`src/rtl/sarcs_pkg.sv`:
```
// Package for the successive-approximation conversion sequencer.
// Assumes a single 100 MHz clock and a synchronous active-high reset.
package sarcs_pkg;

    // ========================================================================
    // Converter geometry
    // ========================================================================
    localparam int          SARCS_BITS       = 16;         // Result width, one array element per bit.
    localparam logic [15:0] SARCS_CODE_ZERO  = 16'h0000;   // Code for zero or underranged input.
    localparam logic [15:0] SARCS_CODE_MID   = 16'h8000;   // Midscale code, also the first trial value.
    localparam logic [15:0] SARCS_CODE_FULL  = 16'hFFFF;   // Code for full scale and overrange.

    // ========================================================================
    // Timing
    // ========================================================================
    localparam int SARCS_CLK_PERIOD_NS  = 10;     // System clock period in ns.
    localparam int SARCS_CLAMP_OPEN_NS  = 20;     // Least time clamps stay open before arrays switch.
    localparam int SARCS_CLAMP_CYC      = (SARCS_CLAMP_OPEN_NS + SARCS_CLK_PERIOD_NS - 1) / SARCS_CLK_PERIOD_NS;
    localparam int SARCS_STEP_NS        = 40;     // Least settling time of one bit decision.
    localparam int SARCS_STEP_CYC       = (SARCS_STEP_NS + SARCS_CLK_PERIOD_NS - 1) / SARCS_CLK_PERIOD_NS;
    localparam int SARCS_RATE_FAST_KSPS = 500;    // Faster variant throughput.
    localparam int SARCS_RATE_SLOW_KSPS = 100;    // Slower variant throughput.
    localparam int SARCS_CNT_W          = 8;      // Width of the phase timer.
    localparam int SARCS_SYNC_DEPTH     = 3;      // Cycles from strobe pin edge to the edge pulse.

    // ========================================================================
    // Phases of a conversion
    // ========================================================================
    typedef enum logic [2:0]
    {
        SARCS_ACQUIRE,
        SARCS_OPEN_CLAMP,
        SARCS_HOLD,
        SARCS_RESOLVE,
        SARCS_FINISH
    } sarcs_phase_e;

endpackage : sarcs_pkg

```
`src/rtl/sarcs_edge_sync.sv`:
```
// Two-stage synchroniser with rising-edge detect for the convert strobe pin.
// Assumes the pin is asynchronous to clock; the first stage feeds only the second.
`timescale 1ns/1ps
module sarcs_edge_sync
    import sarcs_pkg::*;
(
    input  wire logic clock,
    input  wire logic reset,
    input  wire logic pin,
    output logic      rise
);

    // ========================================================================
    // Synchroniser stages
    // ========================================================================
    logic meta;       // First stage, read only by the second stage.
    logic sync;       // Second stage, safe to use.
    logic last;       // Previous synchronised value for edge detect.
    logic next_rise;  // Edge decision for the next cycle.

    // Edge is decided from the two safe stages only.
    always_comb
    begin
        next_rise = sync & ~last;
    end

    // Registers the stages and the edge pulse.
    always_ff @(posedge clock)
    begin
        if (reset)
        begin
            meta <= 1'b0;
            sync <= 1'b0;
            last <= 1'b0;
            rise <= 1'b0;
        end
        else
        begin
            meta <= pin;
            sync <= meta;
            last <= sync;
            rise <= next_rise;
        end
    end

endmodule : sarcs_edge_sync

```
`src/rtl/sarcs_sequencer.sv`:
```
// Conversion sequencer for a 16-bit charge-redistribution converter.
// Assumes the comparator output settles within one step time and the host paces starts.
`timescale 1ns/1ps
module sarcs_sequencer
    import sarcs_pkg::*;
#(
    parameter int BITS      = SARCS_BITS,        // Number of trial steps.
    parameter int STEP_CYC  = SARCS_STEP_CYC,    // Clock cycles per bit decision.
    parameter int CLAMP_CYC = SARCS_CLAMP_CYC    // Clock cycles with clamps open before switching.
)
(
    input  wire logic              clock,
    input  wire logic              reset,
    input  wire logic              convert_strobe,
    input  wire logic              comparator_high,
    output logic                   pos_ground_clamp_switch,
    output logic                   neg_ground_clamp_switch,
    output logic                   array_to_inputs,
    output logic [BITS-1:0]        array_to_ref,
    output logic                   powered_up,
    output logic                   busy,
    output logic                   result_valid,
    output logic [BITS-1:0]        result
);

    // ========================================================================
    // Elaboration checks
    // ========================================================================
    // The timer is 8 bits wide and the code constants are 16 bits wide.
    if (BITS != SARCS_BITS || STEP_CYC < 1 || STEP_CYC > 255 || CLAMP_CYC < 1 || CLAMP_CYC > 255)
    begin : g_bad_param
        $error("sarcs_sequencer: unsupported parameter values");
    end

    // ========================================================================
    // Start detection
    // ========================================================================
    logic start_rise;  // One-cycle pulse on a synchronised strobe rising edge.

    // The strobe is a pin, so it passes three flip-flops before use.
    sarcs_edge_sync u_start_sync
    (
        .clock (clock),
        .reset (reset),
        .pin   (convert_strobe),
        .rise  (start_rise)
    );

    // ========================================================================
    // Sequencer state
    // ========================================================================
    sarcs_phase_e           phase;            // Current phase.
    sarcs_phase_e           next_phase;
    logic [SARCS_CNT_W-1:0] timer;            // Cycles left in the current phase step.
    logic [SARCS_CNT_W-1:0] next_timer;
    logic [4:0]             bit_idx;          // Bit under trial, counts down from MSB.
    logic [4:0]             next_bit_idx;
    logic [BITS-1:0]        trial;            // Array switch pattern, one bit per element.
    logic [BITS-1:0]        next_trial;
    logic [BITS-1:0]        next_result;
    logic                   next_valid;
    logic [1:0]             acq_age;          // Cycles spent in acquisition, saturating at GUARD.
    logic [1:0]             next_acq_age;

    // Phase timing loads, cut to the timer width on purpose.
    localparam logic [SARCS_CNT_W-1:0] CLAMP_LOAD = SARCS_CNT_W'(CLAMP_CYC - 1);
    localparam logic [SARCS_CNT_W-1:0] STEP_LOAD  = SARCS_CNT_W'(STEP_CYC - 1);
    localparam logic [4:0]             MSB_IDX    = 5'(BITS - 1);
    localparam logic [1:0]             GUARD      = 2'(SARCS_SYNC_DEPTH);

    // Next-state logic for the whole conversion. All timing comes from clock,
    // never from a serial shift clock, so readout cannot disturb a conversion.
    always_comb
    begin
        next_phase   = phase;
        next_timer   = timer;
        next_bit_idx = bit_idx;
        next_trial   = trial;
        next_result  = result;
        next_valid   = 1'b0;
        next_acq_age = acq_age;
        case (phase)
            SARCS_ACQUIRE:
            begin
                // Arrays track the inputs; the core is powered down.
                // An edge pulse within the synchroniser delay of the return rose while
                // busy, so it is dropped; an edge raised as busy falls is still taken,
                // which keeps back-to-back starts at the full rate.
                if (start_rise && acq_age == GUARD)
                begin
                    next_phase = SARCS_OPEN_CLAMP;
                    next_timer = CLAMP_LOAD;
                end
            end
            SARCS_OPEN_CLAMP:
            begin
                // Clamps open while arrays still hold the sample.
                if (timer == '0)
                begin
                    next_phase   = SARCS_HOLD;
                    next_timer   = STEP_LOAD;
                    next_bit_idx = MSB_IDX;
                    next_trial   = SARCS_CODE_MID;
                end
                else
                begin
                    next_timer = timer - 1'b1;
                end
            end
            SARCS_HOLD:
            begin
                // Arrays grounded, MSB element at reference, settling.
                next_phase = SARCS_RESOLVE;
            end
            SARCS_RESOLVE:
            begin
                // Decide one bit per step; keep it if comparator says input is above trial.
                if (timer == '0)
                begin
                    next_timer = STEP_LOAD;
                    if (!comparator_high)
                    begin
                        next_trial[bit_idx[3:0]] = 1'b0;
                    end
                    if (bit_idx == 5'h00)
                    begin
                        next_phase = SARCS_FINISH;
                    end
                    else
                    begin
                        next_bit_idx                     = bit_idx - 5'h01;
                        next_trial[bit_idx[3:0] - 4'h1]  = 1'b1;
                    end
                end
                else
                begin
                    next_timer = timer - 1'b1;
                end
            end
            SARCS_FINISH:
            begin
                // The trial pattern is the straight-binary code; an input above
                // reference keeps every bit (FFFF), one below ground drops every bit (0000).
                next_result = trial;
                next_valid  = 1'b1;
                next_trial  = SARCS_CODE_ZERO;
                next_phase  = SARCS_ACQUIRE;
            end
            default:
            begin
                next_phase = SARCS_ACQUIRE;
            end
        endcase
        // Strobe edges outside acquisition fall through untouched.
        // The age restarts on every conversion so late strobe edges are screened.
        if (phase != SARCS_ACQUIRE)
        begin
            next_acq_age = '0;
        end
        else if (acq_age != GUARD)
        begin
            next_acq_age = acq_age + 2'h1;
        end
    end

    // Registers the sequencer state.
    always_ff @(posedge clock)
    begin
        if (reset)
        begin
            phase        <= SARCS_ACQUIRE;
            timer        <= '0;
            bit_idx      <= '0;
            trial        <= SARCS_CODE_ZERO;
            result       <= SARCS_CODE_ZERO;
            result_valid <= 1'b0;
            acq_age      <= GUARD;
        end
        else
        begin
            phase        <= next_phase;
            timer        <= next_timer;
            bit_idx      <= next_bit_idx;
            trial        <= next_trial;
            result       <= next_result;
            result_valid <= next_valid;
            acq_age      <= next_acq_age;
        end
    end

    // ========================================================================
    // Switch and power outputs
    // ========================================================================
    logic next_clamp;
    logic next_inputs;
    logic next_power;

    // Outputs are registered from the next phase, so they line up with phase.
    always_comb
    begin
        next_clamp  = (next_phase == SARCS_ACQUIRE);
        next_inputs = (next_phase == SARCS_ACQUIRE) || (next_phase == SARCS_OPEN_CLAMP);
        next_power  = (next_phase != SARCS_ACQUIRE);
    end

    // Registers switch drives; clamps closed and arrays on inputs at reset.
    always_ff @(posedge clock)
    begin
        if (reset)
        begin
            pos_ground_clamp_switch <= 1'b1;
            neg_ground_clamp_switch <= 1'b1;
            array_to_inputs         <= 1'b1;
            array_to_ref            <= SARCS_CODE_ZERO;
            powered_up              <= 1'b0;
            busy                    <= 1'b0;
        end
        else
        begin
            pos_ground_clamp_switch <= next_clamp;
            neg_ground_clamp_switch <= next_clamp;
            array_to_inputs         <= next_inputs;
            array_to_ref            <= next_trial;
            powered_up              <= next_power;
            busy                    <= next_power;
        end
    end
endmodule : sarcs_sequencer
```
`config.mk`:
```
export PLATFORM = sky130hd
export DESIGN_NAME = sarcs_sequencer
export DESIGN_NICKNAME = d
export VERILOG_FILES = /design/src/rtl/sarcs_pkg.sv /design/src/rtl/sarcs_edge_sync.sv /design/src/rtl/sarcs_sequencer.sv
export SDC_FILE = /design/constraint.sdc
export NUM_CORES = 1
export LEC_CHECK = 0
export ABC_AREA = 1
export BUFFER_PORTS_ARGS = -buffer_cell sky130_fd_sc_hd__buf_4
export CAP_MARGIN = 25
export CORE_ASPECT_RATIO = 1.25
export CORE_MARGIN = 3
export CORE_UTILIZATION = 35
export DETAILED_ROUTE_END_ITERATION = 12
export GPL_ROUTABILITY_DRIVEN = 0
export PLACE_DENSITY_LB_ADDON = 0.05
export SETUP_SLACK_MARGIN = 0.2
export SLEW_MARGIN = 5
export SYNTH_ARGS = -nofsm -noshare
export SYNTH_HDL_FRONTEND = slang
export SYNTH_SLANG_ARGS = --single-unit
export TNS_END_PERCENT = 30
```
`constraint.sdc`:
```
create_clock -name clock -period 2.2 [get_ports clock]
set_input_delay 0.44 -clock clock [delete_from_list [all_inputs] [get_ports clock]]
set_output_delay 0.44 -clock clock [all_outputs]
set_load 0.05 [all_outputs]
```
==> Word-level counts from Yosys, hierarchy flattened <==
Index checks and enable logic that the tools add are counted.
{ "totals": {"ff_bits": 58, "in_bits": 4, "output_inout_bits": 38, "elab_cells": 82} }
{ "classes": {"add_sub_neg": 4, "n_lt_le_gt_ge": 4, "n_eq_ne": 11, "muxes": 26, "n_bitwise": 5, "n_reduce_logical": 18} }
{ "ops": {"columns": ["operator", "n"], "rows": [
  ["$mux W16", 6],
  ["$pmux W16 S3", 1],
  ["$and A16 B16 Y16", 1],
  ["$mux W8", 2],
  ["$not A16 Y16", 1],
  ["$or A16 B16 Y16", 1],
  ["$pmux W8 S2", 1],
  ["$mux W5", 3],
  ["$mux W3", 4],
  ["$pmux W3 S4", 1],
  ["$lt A4 B5 Y1 const B", 2],
  ["$ne A2 B2 Y1 const B", 5],
  ["$pmux W5 S2", 1],
  ["$reduce_bool A3 Y1", 3],
  ["$demux W1 S4", 2],
  ["$ge A4 B1 Y1 const B", 2],
  ["$logic_not A8 Y1", 1],
  ["$sub A8 B1 Y8 const B", 1],
  ["$eq A3 B1 Y1 const B", 2],
  ["$eq A3 B2 Y1 const B", 2],
  ["$logic_not A3 Y1", 2],
  ["$reduce_bool A2 Y1", 3],
  ["$logic_not A5 Y1", 1],
  ["$sub A5 B1 Y5 const B", 1],
  ["other kinds (14)", 19]
]} }

==> Longest topological paths before layout <==
{ "depth": {"word_depth": 13, "depth_mapped": 11, "mapped_depth_nobuf": 10} }

==> By module <==
A second synthesis with hierarchy kept.
{ "unflattened": {"cells_unflattened": 396, "area_unflattened_um2": 2856.5} }
{ "by_module_without_submodules": {"columns": ["module", "n_inst", "cells_per_inst", "area_per_inst_um2", "seq_area_each_um2"], "rows": [
  ["sarcs_sequencer", 1, 384, 2741.4, 1081.0],
  ["sarcs_edge_sync", 1, 12, 115.1, 80.1]
]} }

==> Least setup slack after synthesis <==
OpenSTA, ideal clock, no wires.
{ "synth_path": {"kind": "reg-to-reg", "from": "register bit_idx[0]", "to": "register bit_idx[4]", "setup_time_ns": 0.128, "arrival_time_ns": 1.400, "required_time_ns": 2.072, "setup_slack_ns": 0.672, "path_stages_with_launch": 9, "synth_period_minus_slack_ns": 1.528, "path_cell_list": "dfxtp_1 > inv_1 > ha_1 > buf_2 > nand3_2 > o211ai_2 > nand2_1 > nand2_1 > nor2_1"} }
{ "synth_via": {"elab_chain_len": 4, "word_cells_on_any_way": 7, "cone_classes": "1 x add/sub; 1 x eq/ne; 3 x mux; 2 x reduce/logical"} }
{ "synth_rtl": {"columns": ["element", "line_no", "text"], "rows": [
  ["start, declared", "sarcs_sequencer.sv:56", "logic [4:0] bit_idx;"],
  ["start signal, assigned", "sarcs_sequencer.sv:183", "bit_idx <= next_bit_idx;"],
  ["$sub A5 B1 Y5", "sarcs_sequencer.sv:131", "next_bit_idx = bit_idx - 5'h01;"],
  ["$mux W5", "sarcs_sequencer.sv:125", "if (bit_idx == 5'h00)"],
  ["$mux W5", "sarcs_sequencer.sv:118", "if (timer == '0)"],
  ["$pmux W5 S2", "sarcs_sequencer.sv:82", "case (phase)"]
]} }
Parallel ways exist; a longest one is shown, timed or not. The select of a mux whose other input is x is not followed.
A chain may end at the register's enable or synchronous reset.

==> Worst setup path after layout <==
{ "layout_path": {"from": "register bit_idx[0]", "to": "register busy"} }
{ "layout_via": {"elab_chain_len": 5} }
{ "layout_rtl": {"columns": ["element", "line_no", "text"], "rows": [
  ["$logic_not A5 Y1", "sarcs_sequencer.sv:125", null],
  ["$mux W3", "sarcs_sequencer.sv:125", null],
  ["$mux W3", "sarcs_sequencer.sv:118", null],
  ["$pmux W3 S4", "sarcs_sequencer.sv:82", null],
  ["$reduce_bool A3 Y1", "sarcs_sequencer.sv:203", "next_power = (next_phase != SARCS_ACQUIRE);"],
  ["end signal, assigned", "sarcs_sequencer.sv:225", "busy <= next_power;"],
  ["end, declared", "sarcs_sequencer.sv:21", "output logic busy,"]
]} }
Every way passes these cells.

==> results.toml <==
[critical_path]
timing.critical_path.from = "bit_idx[0]$_SDFFE_PP0P_"
cpMostUsedCell = "nand2_1"
worstPathMaxFanout = 8
regToRegSetupSlack_ns = 0.43
cp_slowest_cell = "dfxtp_1"
path_class = "reg -> reg"
cp_top_family = "simple AND/OR/NAND/NOR gates"
endpoint_kind = "flip-flop"
reg2reg_depth = 9
cp.required_ns = 2.44
cp_cell_sequence = "inv_1 -> ha_1 -> nand3_2 -> inv_2 -> nand2_1 -> o21bai_2 -> nand2_1 -> nand2_1 -> nand2_1"
worst-path-stages = 9
worstReg2RegEnd = "busy$_SDFF_PP0_"
start_kind = "flip-flop"
crit_arrival_ns = 2.00
cp_num_buf_inv = 2
rr_startpoint = "bit_idx[0]$_SDFFE_PP0P_"
slowest_delay_ns = 0.34
crit_end = "busy$_SDFF_PP0_"

[synthesis]
yosysUniqueCellTypes = 37
synthTopCellsByArea = "dfxtp_1 42%, nand2_1 11%, inv_1 5.5%"
synth_top_family_by_area = "simple AND/OR/NAND/NOR gates"
synth_top_area_frac = 0.423
synth_top_area_cell = "dfxtp_1"
syn_avg_cell_area_um2 = 7.52
ys_warn_count = 0
yosys.area_share.adder = 0.0273
yosysSeqAreaShare = 0.423
netlist_area_um2 = 2750
synthSimpleGateAreaFrac = 0.278
synthCells = 365
synth_xor_area_frac = 0.00957
synth_fp_nets = 375
ys_ff_latch = 58
synth_compound_area_frac = 0.160
synthMuxAreaShare = 0.00365

[final_layout]
layout-drive-gt1-share = 0.221
layout_common_cells = "80 x nand2_1, 58 x dfxtp_1, 43 x buf_4, 40 x inv_1, 31 x nor2_1"
final_nets = 417
synthToLayoutAreaGrowth_pct = 21.5
num_antenna_cells = 0
mostFrequentLayoutCell = "nand2_1"

[sta]
setup_violations = 0
tns_ns = 0
tightestPinTransition_ns = 0.508
fmax_mhz = 566
min_period_ns = 1.77
hold_viol = 0
slew_violations = 0
rsz0062_at_grt = "false"
fin_crit_sh = 0.803
slew_headroom = 0.659
finClkSkew_ns = 0.00870

[floorplanning]
core_um2 = 7490
io_pins = 42
dieHeight_um = 105
die-area_um2 = 8950
initial_core_util = 0.367
die_w_um = 85.2
rows = 35

[global_routing]
grt-ovfl-total = 0
first_global_vias = 2303
grt_pass1_wl_mm = 11.1
grt_max_degree = 27
track_usage = 0.156
antenna_found_initial = 0

[detailed_routing]
dr.max_layer_used = "met4"
wire_per_inst_um = 12.9
vias = 2421
wl_met1_mm = 2.82
drt-initial-drc-count = 70
drtPass1Iterations = 6
wl_met2_mm = 3.25
via_per_inst = 4.80
antenna_left = 0
wl_mm = 6.52
route.met3.wl_um = 293
remaining_drc_errors = 0

[clock_tree]
clockBufferDepth = 2
clkLatencyLatePin_ns = 0.34
cts_resized = 0
cts_tree = "built"
numCtsBuffers = 9
cts-root-buf = "clkbuf_8"
clock_sinks = 58
cts-htree-levels = 3
postCtsHoldBufs = 0
clk_pin_slew_ns = 0.07
post_cts_buffers = 0

[pwr]
power_mw = 2.76
ir_drop_v = 0.000446
leakage_nw = 1.49
p_per_area_nw_per_um2 = 828

[placement]
dp.final_hpwl_mm = 4.81
port_buffers = 41

[run]
max_cap_violations = 0

[hold_path]
hold_class = "in -> reg"

[status]
status = "complete, no violations"
final cells by class:
class	count	area, µm²
Inverter	49	189
Sequential cell	58	1160
Multi-Input combinational cell	246	1320
Clock inverter	6	90.1
Timing Repair Buffer	43	323
Clock buffer	10	138
Tap cell	92	115
Fill cell	785	4150
worst register-to-register path: cells and delay by family (launching register included):
family,cells,cell delay (ns)
flops,1,0.34
simple gates,5,0.54
fa+ha+maj,1,0.34
compound gates,1,0.14
buf+inv,2,0.28
flip-flops by register name, indices dropped and copies added (netlist names):
name and cells:
acq_age 2, array_to_inputs 1, array_to_ref 16, bit_idx 5, busy 1, neg_ground_clamp_switch 1, phase 3, result 16
result_valid 1, timer 8, u_start_sync.last 1, u_start_sync.meta 1, u_start_sync.rise 1, u_start_sync.sync 1
synthesized netlist by cell type, drive strengths merged:
cell type  count
a22o          10
buf            9
nor2          41
nand4          4
o21bai         5
xor2           3
nand3         30
inv           48
ha             6
mux2i          1
dfxtp         58
o211ai         2
clkinv         1
o21ai         26
a21oi         28
o21a           1
clkbuf         3
or2            1
nand2         84
nor3           4
report_power, final:
| group | leakage [nW] | internal [mW] | switching (mW) | total (mW) |
|---|---|---|---|---|
| Combinational | 0.914 | 0.169 | 0.339 | 0.508 |
| Clock | 0.112 | 0.670 | 0.447 | 1.12 |
| Sequential | 0.469 | 1.10 | 0.0334 | 1.14 |
| Total | 1.49 | 1.94 | 0.819 | 2.76 |
how the worst min path moves through the flow:
stage	startpoint	to	slack [ns]	cells after the start
final	convert_strobe	u_start_sync.meta$_SDFF_PP0_	0.30	3
after global routing	convert_strobe	u_start_sync.meta$_SDFF_PP0_	0.31	3
after CTS	convert_strobe	u_start_sync.meta$_SDFF_PP0_	0.29	3
after detailed placement	u_start_sync.last$_SDFF_PP0_	u_start_sync.rise$_SDFF_PP0_	0.39	1
after global placement	u_start_sync.last$_SDFF_PP0_	u_start_sync.rise$_SDFF_PP0_	0.38	1
after floorplan	u_start_sync.last$_SDFF_PP0_	u_start_sync.rise$_SDFF_PP0_	0.37	1
cells by family (layout without fill, tap and decap cells):
logic type | after synthesis | count (layout)
buffers and inverters | 61 | 108
AOI/OAI and AO/OA | 72 | 72
muxes | 1 | 1
DFF | 58 | 58
and+or+nand+nor | 164 | 164
xor gates and xnor gates | 3 | 3
adders and majority gates | 6 | 6
stage by stage:
step	setup WS [ns]	std cells	hold WS, ns	util	instance area [µm²]
floorplan	0.672	365	0.374	-	2750
global placement	0.502	488	0.383	0.414	3100
detailed placement	0.403	488	0.389	0.414	3100
CTS	0.382	504	0.288	0.444	3330
global route	0.238	504	0.307	0.445	3340
finish	0.434	504	0.298	0.445	3340
routing by layer:
metal | global-route usage | vias up
met5 | 0 | -
met4 | 0.0713 | 0
met3 | 0.0450 | 16
met2 | 0.261 | 48
met1 | 0.180 | 1094
li1 | - | 1263
No activity file was read; power rests on OpenSTA's default activity.
